## config.mk

```make
export PLATFORM = sky130hd
export DESIGN_NAME = sdc_controller
export DESIGN_NICKNAME = d
export VERILOG_FILES = /design/src/shared/sdc_pkg.sv /design/src/rtl/sdc_down_counter.sv /design/src/rtl/sdc_controller.sv
export SDC_FILE = /design/constraint.sdc
export NUM_CORES = 1
export LEC_CHECK = 0
export BUFFER_PORTS_ARGS = -buffer_cell sky130_fd_sc_hd__buf_4
export CAP_MARGIN = 30
export CORE_ASPECT_RATIO = 1.1
export CORE_UTILIZATION = 40
export CTS_CLUSTER_SIZE = 12
export DETAILED_ROUTE_END_ITERATION = 16
export PLACE_DENSITY = 0.69
export SLEW_MARGIN = 0
export SYNTH_ARGS = -nofsm -noshare
export SYNTH_HDL_FRONTEND = slang
export SYNTH_SLANG_ARGS = --single-unit
```

## constraint.sdc

```tcl
create_clock -name core_clk -period 4.5 [get_ports core_clk]
set_input_delay 0.9 -clock core_clk [delete_from_list [all_inputs] [get_ports core_clk]]
set_output_delay 0.9 -clock core_clk [all_outputs]
set_load 0.02 [all_outputs]
```

## src/shared/sdc_pkg.sv

```systemverilog
// Constants, field layouts and carrier types of the SDRAM address mux controller.
// Assumes a single 100 MHz core clock and a direct CPU register port.
package sdc_pkg;

    // ----------------------------------------------------------------
    // Clock and refresh timing
    // ----------------------------------------------------------------
    localparam int CLK_PERIOD_NS     = 10;
    localparam int REFRESH_PERIOD_NS = 7800;
    // Longest time, so round down
    localparam int REFRESH_CYCLES    = REFRESH_PERIOD_NS / CLK_PERIOD_NS;

    // ----------------------------------------------------------------
    // Register indices on the direct CPU port
    // ----------------------------------------------------------------
    localparam logic [1:0] REG_BANK_BASE   = 2'h0;
    localparam logic [1:0] REG_BANK_OPTION = 2'h1;
    localparam logic [1:0] REG_MODE_TIMING = 2'h2;
    localparam logic [1:0] REG_STATUS      = 2'h3;

    localparam logic [31:0] BANK_BASE_RST   = 32'h0000_0000;
    localparam logic [31:0] BANK_OPTION_RST = 32'h0000_0000;
    localparam logic [31:0] MODE_TIMING_RST = 32'h0000_0000;

    // ----------------------------------------------------------------
    // Field low bits (field bit 0 is the word LSB)
    // ----------------------------------------------------------------
    localparam int BB_BASE_LO   = 15;   // 17 bits
    localparam int BB_PORT_LO   = 11;   // 2 bits
    localparam int BB_ECC_LO    = 9;    // 2 bits
    localparam int BB_WPROT     = 8;
    localparam int BB_MSEL_LO   = 5;    // 3 bits
    localparam int BB_EXTCTL    = 4;
    localparam int BB_ATOM_LO   = 2;    // 2 bits
    localparam int BB_PIPE      = 1;
    localparam int BB_VALID     = 0;

    localparam int BO_MASK_LO   = 15;   // 12 + 5 mask bits
    localparam int BO_BANKS_LO  = 13;   // 2 bits
    localparam int BO_ROWPOS_LO = 10;   // 3 bits
    localparam int BO_ROWCNT_LO = 6;    // 3 bits

    localparam int MD_REFEN     = 30;
    localparam int MD_OPSEL_LO  = 27;   // 3 bits
    localparam int MD_MUX_LO    = 24;   // 3 bits
    localparam int MD_BSEL_LO   = 21;   // 3 bits
    localparam int MD_A10_LO    = 18;   // 3 bits
    localparam int MD_REFREC_LO = 15;   // 3 bits
    localparam int MD_PRE_LO    = 12;   // 3 bits
    localparam int MD_ACT_LO    = 9;    // 3 bits
    localparam int MD_BURST     = 8;
    localparam int MD_LDO_LO    = 6;    // 2 bits
    localparam int MD_WREC_LO   = 4;    // 2 bits
    localparam int MD_CAS_LO    = 0;    // 2 bits

    // ----------------------------------------------------------------
    // Address mux encodings
    // ----------------------------------------------------------------
    localparam logic [5:0] ROW_START_BASE = 6'h03;
    localparam logic [5:0] ROW_LINES_BASE = 6'h09;
    localparam logic [5:0] MUX_SHIFT_BASE = 6'h08;
    localparam logic [5:0] AP_LINE_BASE   = 6'h0F;
    localparam logic [5:0] BANK_SEL_BASE  = 6'h05;
    localparam logic [4:0] BURST_SHORT    = 5'h04;
    localparam logic [4:0] BURST_LONG     = 5'h08;

    // ----------------------------------------------------------------
    // Memory commands as {csN, rasN, casN, weN}
    // ----------------------------------------------------------------
    localparam logic [3:0] CMD_NOP   = 4'h7;
    localparam logic [3:0] CMD_ACT   = 4'h3;
    localparam logic [3:0] CMD_READ  = 4'h5;
    localparam logic [3:0] CMD_WRITE = 4'h4;
    localparam logic [3:0] CMD_REF   = 4'h1;

    typedef enum logic [2:0] {
        SDC_IDLE,
        SDC_ACT_WAIT,
        SDC_DATA_WAIT,
        SDC_PRE_WAIT,
        SDC_REF_WAIT
    } sdc_state_e;

    typedef struct packed {
        logic [3:0]  cmd;
        logic [2:0]  bankSel;
        logic [31:0] addr;
    } sdc_mem_s;

endpackage

```

## src/rtl/sdc_down_counter.sv

```systemverilog
// Loadable down counter used for command spacing and the refresh period.
// Assumes load values of at least one; expired is a level while count is zero.
`timescale 1ns/100ps
module sdc_down_counter
    import sdc_pkg::*;
#(
    parameter int WIDTH = 16
) (
    // Clock and reset
    input  wire logic             core_clk,
    input  wire logic             rst_n,
    // Control
    input  wire logic             load,
    input  wire logic [WIDTH-1:0] loadValue,
    // Status
    output logic                  expired
);

    // ----------------------------------------------------------------
    // Parameter check
    // ----------------------------------------------------------------
    if (WIDTH < 2 || WIDTH > 24) begin : gWidthCheck
        $error("sdc_down_counter: WIDTH out of range");
    end

    typedef struct packed {
        logic [WIDTH-1:0] count;
    } sdc_cnt_s;

    sdc_cnt_s cnt_reg;
    sdc_cnt_s cnt_next;

    // ----------------------------------------------------------------
    // Counter
    // ----------------------------------------------------------------
    always_comb begin
        cnt_next = cnt_reg;
        if (load) begin
            cnt_next.count = loadValue;
        end else if (cnt_reg.count != '0) begin
            cnt_next.count = cnt_reg.count - 1'b1;
        end
    end

    always_ff @(posedge core_clk) begin
        if (!rst_n) begin
            cnt_reg.count <= '0;
        end else begin
            cnt_reg <= cnt_next;
        end
    end

    // Pure register decode, so a load fed from expired forms no loop
    assign expired = (cnt_reg.count == '0);

endmodule

```

## src/rtl/sdc_controller.sv

```systemverilog
// SDRAM address mux controller: registers, bank decode, address multiplexing,
// command sequencing and periodic refresh. Assumes requests synchronous to core_clk.
`timescale 1ns/100ps
module sdc_controller
    import sdc_pkg::*;
#(
    parameter int REFRESH_COUNT = REFRESH_CYCLES,
    parameter int REF_WIDTH     = 16
) (
    // Clock and reset
    input  wire logic        core_clk,
    input  wire logic        rst_n,
    // Direct CPU register port
    input  wire logic [1:0]  regSel,
    input  wire logic        regWrEn,
    input  wire logic        regRdEn,
    input  wire logic [31:0] regWrData,
    output logic      [31:0] regRdData,
    // Memory access requests
    input  wire logic        reqValid,
    input  wire logic        reqWrite,
    input  wire logic [31:0] reqAddr,
    output logic             reqReady,
    output logic             reqError,
    output logic             reqDone,
    // SDRAM pins
    output sdc_mem_s         memPins
);

    // ----------------------------------------------------------------
    // Parameter check
    // ----------------------------------------------------------------
    if (REFRESH_COUNT < 2 || REFRESH_COUNT >= (1 << REF_WIDTH)) begin : gRefCheck
        $error("sdc_controller: REFRESH_COUNT does not fit REF_WIDTH");
    end

    typedef struct packed {
        logic [31:0] bankBase;
        logic [31:0] bankOption;
        logic [31:0] modeTiming;
        logic [31:0] rdData;
        sdc_state_e  state;
        logic        refreshPending;
        sdc_mem_s    mem;
        logic        done;
        logic        error;
        logic [31:0] addr;
        logic        isWrite;
        logic        resting;
    } sdc_core_s;

    sdc_core_s core_reg;
    sdc_core_s core_next;

    // Timer hookups
    logic                 seqLoad;
    logic [4:0]           seqValue;
    logic                 seqExpired;
    logic                 refExpired;

    // Decoded configuration
    logic [5:0]  rowStart;
    logic [5:0]  rowLines;
    logic [5:0]  rowEnd;
    logic [5:0]  muxShift;
    logic [5:0]  bankBits;
    logic [5:0]  apLine;
    logic [5:0]  bankSelEnd;
    logic [31:0] actMask;
    logic [31:0] bankMask;
    logic [31:0] colMask;
    logic [31:0] shiftedAddr;
    logic [31:0] bankSelWide;
    logic [4:0]  burstBeats;
    logic        addrHit;

    // ----------------------------------------------------------------
    // Timers
    // ----------------------------------------------------------------
    sdc_down_counter #(
        .WIDTH     (5)
    ) u_seq_timer (
        .core_clk  (core_clk),
        .rst_n     (rst_n),
        .load      (seqLoad),
        .loadValue (seqValue),
        .expired   (seqExpired)
    );

    // Free running; reloading on expiry gives one pulse per period
    sdc_down_counter #(
        .WIDTH     (REF_WIDTH)
    ) u_ref_timer (
        .core_clk  (core_clk),
        .rst_n     (rst_n),
        .load      (refExpired),
        .loadValue (REF_WIDTH'(REFRESH_COUNT - 1)),
        .expired   (refExpired)
    );

    // ----------------------------------------------------------------
    // Address decode and multiplexing
    // ----------------------------------------------------------------
    always_comb begin
        rowStart    = ROW_START_BASE + {3'h0, core_reg.bankOption[BO_ROWPOS_LO +: 3]};
        rowLines    = ROW_LINES_BASE + {3'h0, core_reg.bankOption[BO_ROWCNT_LO +: 3]};
        rowEnd      = rowStart + rowLines - 6'h01;
        muxShift    = MUX_SHIFT_BASE + {3'h0, core_reg.modeTiming[MD_MUX_LO +: 3]};
        bankBits    = {4'h0, core_reg.bankOption[BO_BANKS_LO +: 2]} + 6'h01;
        apLine      = AP_LINE_BASE + {3'h0, core_reg.modeTiming[MD_A10_LO +: 3]};
        bankSelEnd  = BANK_SEL_BASE + {3'h0, core_reg.modeTiming[MD_BSEL_LO +: 3]}
                      + bankBits - 6'h01;
        // Bank and row land muxShift lines further down the bus
        shiftedAddr = core_reg.addr >> muxShift;
        actMask     = ((32'h1 << (rowLines + bankBits)) - 32'h1)
                      << (6'd31 - rowEnd - muxShift);
        bankMask    = ((32'h1 << bankBits) - 32'h1)
                      << (6'd32 - rowStart - muxShift);
        colMask     = ((32'h1 << (6'd29 - rowEnd)) - 32'h1) << 2;
        bankSelWide = (core_reg.addr >> (6'd31 - bankSelEnd))
                      & ((32'h1 << bankBits) - 32'h1);
        burstBeats  = core_reg.modeTiming[MD_BURST] ? BURST_LONG : BURST_SHORT;
        // Base compare under the 17-bit mask, valid bit gates the bank
        addrHit     = core_reg.bankBase[BB_VALID]
                      && (((reqAddr[31:15] ^ core_reg.bankBase[BB_BASE_LO +: 17])
                           & core_reg.bankOption[BO_MASK_LO +: 17]) == 17'h0);
    end

    // ----------------------------------------------------------------
    // Registers and command sequencer
    // ----------------------------------------------------------------
    always_comb begin
        core_next          = core_reg;
        core_next.mem.cmd  = CMD_NOP;
        core_next.done     = 1'b0;
        core_next.error    = 1'b0;
        seqLoad            = 1'b0;
        seqValue           = 5'h01;
        reqReady           = 1'b0;

        // Direct register access, no indirection
        if (regWrEn) begin
            case (regSel)
                REG_BANK_BASE:   core_next.bankBase   = regWrData;
                REG_BANK_OPTION: core_next.bankOption = regWrData;
                REG_MODE_TIMING: core_next.modeTiming = regWrData;
                default: ;
            endcase
        end
        if (regRdEn) begin
            case (regSel)
                REG_BANK_BASE:   core_next.rdData = core_reg.bankBase;
                REG_BANK_OPTION: core_next.rdData = core_reg.bankOption;
                REG_MODE_TIMING: core_next.rdData = core_reg.modeTiming;
                REG_STATUS:      core_next.rdData = {27'h0, core_reg.state,
                                                     core_reg.refreshPending,
                                                     core_reg.state != SDC_IDLE};
                default:         core_next.rdData = 32'h0;
            endcase
        end

        // Tick sets pending; set wins over the clear below
        if (refExpired && core_reg.modeTiming[MD_REFEN]) begin
            core_next.refreshPending = 1'b1;
        end

        case (core_reg.state)
            SDC_IDLE: begin
                if (core_reg.refreshPending && core_reg.modeTiming[MD_REFEN]) begin
                    core_next.mem.cmd = CMD_REF;
                    core_next.refreshPending = refExpired;
                    seqLoad  = 1'b1;
                    seqValue = {2'h0, core_reg.modeTiming[MD_REFREC_LO +: 3]} + 5'h01;
                    core_next.state = SDC_REF_WAIT;
                end else if (reqValid) begin
                    reqReady = 1'b1;
                    if (!addrHit || (reqWrite && core_reg.bankBase[BB_WPROT])) begin
                        // Miss or protected write: refused in one cycle
                        core_next.error = 1'b1;
                    end else begin
                        core_next.addr    = reqAddr;
                        core_next.isWrite = reqWrite;
                        core_next.state   = SDC_ACT_WAIT;
                    end
                end
            end
            SDC_ACT_WAIT: begin
                // First cycle here drives activate with the captured address
                if (core_reg.mem.cmd != CMD_ACT && seqExpired) begin
                    core_next.mem.cmd     = CMD_ACT;
                    core_next.mem.addr    = shiftedAddr & actMask;
                    core_next.mem.bankSel = bankSelWide[2:0];
                    seqLoad  = 1'b1;
                    seqValue = {2'h0, core_reg.modeTiming[MD_ACT_LO +: 3]} + 5'h01;
                end else if (core_reg.mem.cmd != CMD_ACT && !seqExpired) begin
                    core_next.mem.cmd = CMD_NOP;
                end else begin
                    core_next.state = SDC_DATA_WAIT;
                end
            end
            SDC_DATA_WAIT: begin
                if (core_reg.mem.cmd != CMD_READ && core_reg.mem.cmd != CMD_WRITE
                    && seqExpired) begin
                    core_next.mem.cmd  = core_reg.isWrite ? CMD_WRITE : CMD_READ;
                    // Column, same bank, auto precharge line high
                    core_next.mem.addr = (core_reg.addr & colMask)
                                         | (shiftedAddr & bankMask)
                                         | (32'h1 << (6'd31 - apLine));
                    seqLoad  = 1'b1;
                    seqValue = core_reg.isWrite
                        ? burstBeats + {3'h0, core_reg.modeTiming[MD_WREC_LO +: 2]} + 5'h01
                        : burstBeats + {3'h0, core_reg.modeTiming[MD_CAS_LO +: 2]};
                end else if (core_reg.mem.cmd == CMD_READ
                             || core_reg.mem.cmd == CMD_WRITE) begin
                    core_next.state = SDC_PRE_WAIT;
                end
            end
            SDC_PRE_WAIT: begin
                // Rest flag, not the one-cycle done pulse, marks the second wait
                if (seqExpired && !core_reg.resting) begin
                    // Auto precharge runs, then the bank needs its rest time
                    core_next.done    = 1'b1;
                    core_next.resting = 1'b1;
                    seqLoad  = 1'b1;
                    seqValue = {3'h0, core_reg.modeTiming[MD_LDO_LO +: 2]}
                               + {2'h0, core_reg.modeTiming[MD_PRE_LO +: 3]} + 5'h01;
                end else if (seqExpired) begin
                    core_next.resting = 1'b0;
                    core_next.state   = SDC_IDLE;
                end
            end
            SDC_REF_WAIT: begin
                // No activate until refresh recovery has run out
                if (seqExpired) begin
                    core_next.state = SDC_IDLE;
                end
            end
            default: begin
                core_next.state = SDC_IDLE;
            end
        endcase
    end

    always_ff @(posedge core_clk) begin
        if (!rst_n) begin
            core_reg.bankBase       <= BANK_BASE_RST;
            core_reg.bankOption     <= BANK_OPTION_RST;
            core_reg.modeTiming     <= MODE_TIMING_RST;
            core_reg.rdData         <= 32'h0000_0000;
            core_reg.state          <= SDC_IDLE;
            core_reg.refreshPending <= 1'b0;
            core_reg.mem.cmd        <= CMD_NOP;
            core_reg.mem.bankSel    <= 3'h0;
            core_reg.mem.addr       <= 32'h0000_0000;
            core_reg.done           <= 1'b0;
            core_reg.error          <= 1'b0;
            core_reg.addr           <= 32'h0000_0000;
            core_reg.isWrite        <= 1'b0;
            core_reg.resting        <= 1'b0;
        end else begin
            core_reg <= core_next;
        end
    end

    // ----------------------------------------------------------------
    // Outputs
    // ----------------------------------------------------------------
    assign regRdData = core_reg.rdData;
    assign reqError  = core_reg.error;
    assign reqDone   = core_reg.done;
    assign memPins   = core_reg.mem;

endmodule

```

Yosys cells after proc, flatten, opt, wreduce, memory -nomap -nowiden:

Index checks and enable logic that the tools add are counted.

* add/sub/neg operators: 30
* equal/unequal tests: 21
* shift-type cells: 8
* mux-type cells: 43
* bitwise logic cells: 13
* reduce and logical (&&, ||, !) cells: 37

Operators by type and width (number)
* one-hot mux 32 bit (4 select lines): 1
* bitwise AND 32 bit: 3
* two-way mux 32 bit: 2
* bitwise OR 32 bit: 2
* one-hot mux 32 bit (2 select lines): 1
* left shift 1 x 6 -> 32 bit, first input constant: 2
* left shift 32 x 6 -> 32 bit: 2
* subtractor 32 x 1 -> 32 bit, second input constant: 2
* left shift 1 x 3 -> 32 bit, first input constant: 1
* right shift 32 x 5 -> 32 bit: 1
* right shift 32 x 6 -> 3 bit: 1
* two-way mux 3 bit: 10
* two-way mux 5 bit: 6
* left shift 1 x 6 -> 30 bit, first input constant: 1
* subtractor 30 x 1 -> 30 bit, second input constant: 1
* two-way mux 10 bit: 2
* one-hot mux 5 bit (4 select lines): 1
* subtractor 5 x 6 -> 6 bit, first input constant: 3
* bitwise AND 17 bit: 1
* zero test 17 bit: 1
* XOR 17 bit: 1
* zero test 16 bit: 1
* nonzero test 16 bit: 1
* subtractor 16 x 1 -> 16 bit, second input constant: 1
* other kinds (51): 104

* flip-flop bits (word level): 228
* input bits: 72
* output and inout bits: 74
* logic and storage cells: 169

Longest topological paths before layout:

Gate-level depths: netlist of run 1.

* depth in word-level cells: 11
* gate-level depth with buffers: 21
* gate-level depth less buffers: 20

Modules after synthesis:

Synthesis of run 1 repeated with hierarchy kept, for this count alone.

* cell total of the unflattened synthesis: 2290
* area, all modules: 17463.0 µm²

By module, submodules not included
* sdc_controller: times used 1, cells an instance 2144, area an instance 16249.3 µm², seq. area each 4124.0 µm²
* sdc_down_counter at u_ref_timer: times used 1, cells an instance 112, area an instance 913.4 µm², seq. area each 320.3 µm²
* sdc_down_counter at u_seq_timer: times used 1, cells an instance 34, area an instance 300.3 µm², seq. area each 100.1 µm²

Least setup slack after synthesis of run 1:

No wires, ideal clock.

* path type: register to register
* start point: reg core_reg[149] (netlist bit)
* end point: reg core_reg, in the netlist memPins[23]
* library setup time: 136 ps
* arrival: 4278 ps
* data required time: 4364 ps
* setup slack: 86 ps
* stages on the path, launching flop included: 19
* clock period less this slack: 4414 ps
* cell sequence: dfxtp_1 ha_1 ha_1 ha_1 buf_2 nor4b_2 o211ai_1 and3_1 buf_6 or2_2 ha_1 clkbuf_1 o311a_2 and2_1 o31a_1 o22ai_1 mux2i_1 a2111oi_0 a311oi_1

* word-level cells in the longest chain between the ends: 11
* elaborated cells between the ends (all ways): 19
* those cells by class: 9 x add/sub; 3 x shift; 3 x mux; 4 x bitwise

RTL lines
* start: declaration: RTL line sdc_controller.sv:52 `sdc_core_s core_reg;`
* start signal: assignment: RTL line sdc_controller.sv:261 `core_reg <= core_next;`
* adder 4 x 3 -> 5 bit (*): RTL line sdc_controller.sv:106 `rowLines = ROW_LINES_BASE + {3'h0, core_reg.bankOption[BO_ROWCNT_LO +: 3]};`
* adder 4 x 5 -> 6 bit: RTL line sdc_controller.sv:107 `rowEnd = rowStart + rowLines - 6'h01;`
* subtractor 6 x 1 -> 6 bit: RTL line sdc_controller.sv:107
* subtractor 5 x 6 -> 6 bit: RTL line sdc_controller.sv:119 `colMask = ((32'h1 << (6'd29 - rowEnd)) - 32'h1) << 2;`
* left shift 1 x 6 -> 30 bit: RTL line sdc_controller.sv:119
* subtractor 30 x 1 -> 30 bit: RTL line sdc_controller.sv:119
* bitwise AND 32 bit: RTL line sdc_controller.sv:206 `core_next.mem.addr = (core_reg.addr & colMask)`
* bitwise OR 32 bit: RTL line sdc_controller.sv:207 `| (shiftedAddr & bankMask)`
* bitwise OR 32 bit: RTL line sdc_controller.sv:208 `| (32'h1 << (6'd31 - apLine));`
* two-way mux 32 bit: RTL line sdc_controller.sv:202 `if (core_reg.mem.cmd != CMD_READ && core_reg.mem.cmd != CMD_WRITE`
* one-hot mux 32 bit (2 select lines) (*): RTL line sdc_controller.sv:167 `case (core_reg.state)`

Every way passes the cells marked *; elsewhere a longest branch is shown, timed or not. The select of a mux whose other input is x is not followed.
A chain may end at the register's enable or synchronous reset.

Worst setup path after layout of run 1:

* start point: reg core_reg[153] (netlist bit)
* end point: reg core_reg, in the netlist memPins[6]

* word-level cells in the longest chain between the ends: 11
* elaborated cells between the ends (all ways): 20
* those cells by class: 9 x add/sub; 3 x shift; 3 x mux; 5 x bitwise

RTL lines
* adder 2 x 3 -> 4 bit (*): RTL line sdc_controller.sv:105 `rowStart = ROW_START_BASE + {3'h0, core_reg.bankOption[BO_ROWPOS_LO +: 3]};`
* adder 4 x 5 -> 6 bit: RTL line sdc_controller.sv:107
* subtractor 6 x 1 -> 6 bit: RTL line sdc_controller.sv:107
* subtractor 5 x 6 -> 6 bit: RTL line sdc_controller.sv:119
* left shift 1 x 6 -> 30 bit: RTL line sdc_controller.sv:119
* subtractor 30 x 1 -> 30 bit: RTL line sdc_controller.sv:119
* bitwise AND 32 bit: RTL line sdc_controller.sv:206
* bitwise OR 32 bit: RTL line sdc_controller.sv:207
* bitwise OR 32 bit: RTL line sdc_controller.sv:208
* two-way mux 32 bit: RTL line sdc_controller.sv:202
* one-hot mux 32 bit (2 select lines) (*): RTL line sdc_controller.sv:167

Marked as above.

==> results of run 1 <==
cell type report:
class                      instances  area, sq um  share of cell area (%)
clock buffer                      36          697                    3.57
clock inverter                     6         77.6                   0.397
inverter                          65          249                    1.27
multi-input combinational       1682        11100                    56.8
sequential                       227         4540                    23.3
tap                              560          701                    3.59
timing repair buffer             286         2180                    11.2
stage by stage:
stage / area (sq um) / TNS [ns] / setup slack [ns]
final: 19500 / 0 / 0.0501
after global routing: 19500 / -0.0251 / -0.0135
after CTS: 19400 / 0 / 0.0776
after detailed placement: 18600 / -0.0801 / -0.0801
after global placement: 18600 / -0.0389 / -0.0389
after floorplan: 16900 / 0 / 0.0863
synth_stat cells (50+ instances only):
master / count
nand3_1: 51
buf_4: 72
clkbuf_1: 143
mux2i_1: 116
nand2_1: 342
ha_1: 50
o21ai_0: 82
nor2_1: 227
a21oi_1: 211
a211oi_1: 50
dfxtp_1: 227
inv_1: 59
per-layer routing:
| metal | up-vias | track usage, % |
|---|---|---|
| met2 | 734 | 47.3 |
| li1 | 8043 | - |
| met3 | 136 | 3.27 |
| met5 | - | 0 |
| met4 | 0 | 13.3 |
| met1 | 8351 | 38.0 |
worst paths after layout:
path            startpoint             to  slack (ns)  cells past startpoint
min reg2reg  core_reg[186]  core_reg[186]        0.45                      2
min          core_reg[186]  core_reg[186]        0.45                      2
max reg2reg  core_reg[153]     memPins[6]        0.05                     20
max          core_reg[153]     memPins[6]        0.05                     20
where the power goes:
group | internal [mW] | switching, mW | total, mW
logic | 1.53 | 2.33 | 3.86
registers | 2.22 | 0.211 | 2.43
clock network | 1.14 | 0.876 | 2.01
logic make-up (layout without fill, tap and decap cells):
logic type / after synthesis / count (layout) / share of synthesized area, %
compound gates: 599 / 599 / 23.2
xor+xnor: 61 / 61 / 3.38
fa+ha+maj: 56 / 56 / 4.42
buf+inv: 298 / 393 / 8.32
flops: 227 / 227 / 26.9
mux: 168 / 168 / 12.6
other cells: 1 / 1 / 0.0222
simple gates: 797 / 797 / 21.1
timing repair:
item / in CTS / in global routing
gates resized for setup: 3 / 28
setup endpoints to repair: 1 / 25
buffers inserted: 0 / 5
pin swaps: 0 / 12
worst max-delay path: cells and delay by family (launching register included):
family,cells,cell delay (ns)
compound gates,4,0.53
fa+ha+maj,6,1.80
buf+inv,4,0.41
flops,1,0.32
simple gates,6,1.35
==> impl_metrics.env, run 1 <==
export IMPL_dieHeight_um=217
export IMPL_synth_distinct_cells=100
export IMPL_die_area_sq_um=43000
export IMPL_synth_area_top_cells="dfxtp_1 27%, nand2_1 7.6%, mux2i_1 6.9%, a21oi_1 6.3%, nor2_1 5.1%"
export IMPL_hold_viol_final=0
export IMPL_grt_pass1_vias=16300
export IMPL_synthFlopType="dfxtp_1"
export IMPL_netlist_area_sq_um=16900
export IMPL_drtPass1Iterations=6
export IMPL_post_route_min_period_ns=4.45
export IMPL_slowest_delay_ns=0.48
export IMPL_row_count=78
export IMPL_htreeDepth=1
export IMPL_rsz0062_at_grt="yes"
export IMPL_mostFrequentLayoutCells="341 x nand2_1, 284 x buf_4, 227 x dfxtp_1, 223 x nor2_1, 210 x a21oi_1"
export IMPL_avgRoutedWirePerCell_um=22.3
export IMPL_crit_type="flip-flop to flip-flop"
export IMPL_clkTransAtPathRegs_ns=0.06
export IMPL_drt_iter0_drc=1446
export IMPL_antenna_found_initial=0
export IMPL_cts_buffers=25
export IMPL_port_buffers=144
export IMPL_largest_reg_flops=134
export IMPL_hold_ws_ns=0.453
export IMPL_cpMostUsedCell="ha_1"
export IMPL_synth_avg_cell_area_sq_um=7.64
export IMPL_dp_hpwl_um=48800
export IMPL_cp_start_kind="flip-flop"
export IMPL_critPathSlowestCell="fa_1"
export IMPL_slew_headroom_pct=26.7
export IMPL_clock_latency_ns=0.57
export IMPL_leakage_nw=7.62
export IMPL_die_w_um=198
export IMPL_final_util_pct=47.2
export IMPL_start_util_pct=40.8
export IMPL_crit_chain="inv_1, ha_1, ha_1, inv_1, ha_1, fa_1, buf_4, ha_1, nor2b_1, and2_1, nand2_1, ha_2, or2_2, buf_4, nor4_1, a21oi_1, o21ai_0, nand3_1, o21a_1, a21oi_1"
export IMPL_ant_nets=0
export IMPL_grt_start_max_net_pins=128
export IMPL_via_count=17300
export IMPL_cts_hold_buf=0
export IMPL_status="complete, no violations"
export IMPL_synth_top_area_share_pct=26.9
export IMPL_synth_net_count=2335
export IMPL_final_period_utilization_pct=98.9
export IMPL_finalPower_mw=8.31
export IMPL_yosysWarnings=0
export IMPL_grt_pass1_wl_um=96400
export IMPL_route_detailed_drc=0
export IMPL_cts_root_buf="clkbuf_16"
export IMPL_synth_edff_count=0
export IMPL_cp_end_kind="flip-flop"
export IMPL_topRoutingLayerUsed="met4"
export IMPL_drv_slew=0
export IMPL_hold_path_class="flip-flop to flip-flop"
export IMPL_dp_cells=2815
export IMPL_fillCellCount=4207
export IMPL_gp_congestion=1.12
export IMPL_max_freq_mhz=225
export IMPL_totalWireLength_um=63700
export IMPL_dr_wl_met3_um=4460
export IMPL_grt_overflow=0
export IMPL_tritoncts="done"
export IMPL_final_common_cell="nand2_1"
export IMPL_via_per_inst=6.03
export IMPL_cp_max_fo=5
export IMPL_seq_area_frac_synth_pct=26.9
export IMPL_layout_drive_gt1_share_pct=18.8
export IMPL_yosysTopAreaCell="dfxtp_1"
export IMPL_m1WireLength_um=26700
export IMPL_arrival_ns=4.95
export IMPL_fin_nets=2415
export IMPL_finalClockSkew_ns=0.0267
export IMPL_io_pins=146
export IMPL_clock_sinks=227
export IMPL_core_area_sq_um=41400
export IMPL_wl_met2_um=29500
export IMPL_synthToLayoutAreaGrowth_pct=15.9
export IMPL_worstPathRequired_ns=5.00
export IMPL_fin_cells=2862
export IMPL_maxCapViolCount=0
export IMPL_diodes=0
export IMPL_powerDensity_nw_per_um2=425
export IMPL_ys_ff_latch=227
export IMPL_grt_use_total_pct=28.9
export IMPL_synth_async_reset_ratio_pct=0
export IMPL_clk_path_buf_depth=3
export IMPL_synth_cells=2207
export IMPL_vdd_drop_max_mv=0.348
export IMPL_worstMarginPinSlew_ns=1.09
export IMPL_setup_viol=0
Power figures use the tool's default switching activity.
==> run 2, diff against run 1 <==
- PLACE_DENSITY: 0.69 -> 0.66
==> impl_metrics.env, run 2 (synthesis results as in run 1) <==
export IMPL_via_per_inst=6.04
export IMPL_finalClockSkew_ns=0.0246
export IMPL_dp_hpwl_um=48400
export IMPL_diodes=0
export IMPL_row_count=78
export IMPL_clock_sinks=227
export IMPL_dieHeight_um=217
export IMPL_hold_path_depth=2
export IMPL_seqPwrFrac_pct=29.0
export IMPL_dpl_worst_slack_ns=-0.0516
export IMPL_powerDensity_nw_per_um2=429
export IMPL_critPathSlowestCell="ha_1"
export IMPL_grt_overflow=0
export IMPL_vdd_drop_max_mv=0.298
export IMPL_tritoncts="done"
export IMPL_power_switching_mw=3.43
export IMPL_port_buffers=144
export IMPL_drtPass1Iterations=6
export IMPL_fin_nets=2402
export IMPL_post_route_min_period_ns=4.30
export IMPL_min_delay_start="core_reg[189]"
export IMPL_max_freq_mhz=233
export IMPL_antenna_found_initial=1
export IMPL_fin_tns_setup_ns=0
export IMPL_via_count=17200
export IMPL_cts_root_buf="clkbuf_16"
export IMPL_drt_iter0_drc=1699
export IMPL_htreeDepth=1
export IMPL_r2r_start="core_reg[149]"
export IMPL_final_period_utilization_pct=95.5
export IMPL_grt_start_max_net_pins=110
export IMPL_largest_reg_flops=134
export IMPL_p_sw_share_pct=41.0
export IMPL_grt_use_total_pct=29.1
export IMPL_cp_start_kind="flip-flop"
export IMPL_ant_nets=0
export IMPL_worstPathRequired_ns=4.94
export IMPL_grt_pass1_wl_um=97500
export IMPL_maxCapViolCount=0
export IMPL_hold_path_class="flip-flop to flip-flop"
export IMPL_finalPower_mw=8.38
export IMPL_crit_start="core_reg[149]"
export IMPL_totalWireLength_um=63700
export IMPL_cts_buffers=26
export IMPL_pwr_share_comb_pct=45.6
export IMPL_start_util_pct=40.8
export IMPL_cp_num_buf_inv=1
export IMPL_crit_chain="ha_1, ha_1, ha_1, nor4b_4, nand4_2, and3_1, or2_2, ha_1, a21boi_2, nand3_1, buf_4, o2111ai_1, or2_0, o32a_1, o311ai_1, a21oi_1"
export IMPL_die_w_um=198
export IMPL_cp_end_kind="flip-flop"
export IMPL_worstMarginPinSlew_ns=0.875
export IMPL_clock_latency_ns=0.57
export IMPL_cts_hold_buf=0
export IMPL_cpMostUsedCell="ha_1"
export IMPL_setup_slack_ns=0.204
export IMPL_r2r_cells=16
export IMPL_clk_path_buf_depth=3
export IMPL_setup_viol=0
export IMPL_drv_slew=0
export IMPL_leakage_nw=7.60
export IMPL_arrival_ns=4.73
export IMPL_final_common_cell="nand2_1"
export IMPL_avgRoutedWirePerCell_um=22.3
export IMPL_cpLargestDelayFamily="simple AND/OR/NAND/NOR gates"
export IMPL_synthToLayoutAreaGrowth_pct=15.7
export IMPL_cp_max_fo=9
export IMPL_cp_depth=16
export IMPL_route_detailed_drc=0
export IMPL_mostFrequentLayoutCells="341 x nand2_1, 269 x buf_4, 227 x dfxtp_1, 222 x nor2_1, 210 x a21oi_1"
export IMPL_crit_type="flip-flop to flip-flop"
export IMPL_die_area_sq_um=43000
export IMPL_core_area_sq_um=41400
export IMPL_slew_headroom_pct=41.7
export IMPL_clkTransAtPathRegs_ns=0.06
export IMPL_p_int_mw=4.95
export IMPL_grt_pass1_vias=16300
export IMPL_io_pins=146
export IMPL_layout_drive_gt1_share_pct=18.7
export IMPL_gp_congestion=1.08
export IMPL_hold_viol_final=0
export IMPL_slowest_delay_ns=0.38
export IMPL_status="complete, no violations"
export IMPL_final_util_pct=47.2
export IMPL_p_clk_share_pct=25.4
run 2: cell types whose count changed in the layout (fill, tap and decap cells not counted), moves of 2 or more:
cell / before / now
o21ai_1: 4 / 6
clkbuf_1: 8 / 5
clkinv_2: 2 / 5
buf_4: 284 / 269
run 2: final cells by class:
type | instances | area [sq um]
Clock inverter | 10 | 118
Inverter | 65 | 249
Sequential cell | 227 | 4540
Clock buffer | 35 | 724
Fill cell | 4117 | 21900
Multi-Input combinational cell | 1682 | 11100
Tap cell | 560 | 701
Timing Repair Buffer | 272 | 2090
run 2: per-stage QoR:
step	cells	hold WS (ns)	cell area (sq um)
6_report	2851	0.453	19500
5_1_grt	2851	0.473	19500
4_1_cts	2848	0.454	19300
3_5_place_dp	2803	0.447	18500
3_3_place_gp	2802	0.439	18500
2_1_floorplan	2207	0.425	16900
run 2: path summary, 6_finish.rpt:
kind / endpoint / slack (ns)
min: core_reg[189] / 0.45
max: memPins[18] / 0.20
max reg2reg: memPins[18] / 0.20
min reg2reg: core_reg[189] / 0.45
run 2: power by group through the flow:
| stage | registers, mW | logic, mW | clock network [mW] |
|---|---|---|---|
| after global placement | 2.45 | 3.60 | 0 |
| after global routing | 2.45 | 4.08 | 2.23 |
| after detailed placement | 2.47 | 3.61 | 0 |
| after floorplan | 2.38 | 2.46 | 0 |
| after CTS | 2.43 | 3.64 | 2.15 |
| final | 2.43 | 3.82 | 2.13 |
run 2: repair_timing:
action	CTS	global route
hold endpoints to repair	0	0
resized for setup	1	35
gates cloned	0	0
buffers inserted	0	3
pin swaps	0	4
setup endpoints to repair	1	25
run 2: per-layer routing:
metal | vias up | part of all wire (%) | global-route usage [%]
met5 | - | 0 | 0
met4 | 0 | 5.3 | 13.4
met3 | 171 | 8.0 | 3.67
met2 | 859 | 46 | 46.9
met1 | 8181 | 41 | 38.4
li1 | 8013 | - | -
run 2: tightest hold or removal path, cell delays in order (launching register included):
cell and delay, ns:
dfxtp_1 0.31, nand2_1 0.05, a21oi_1 0.05
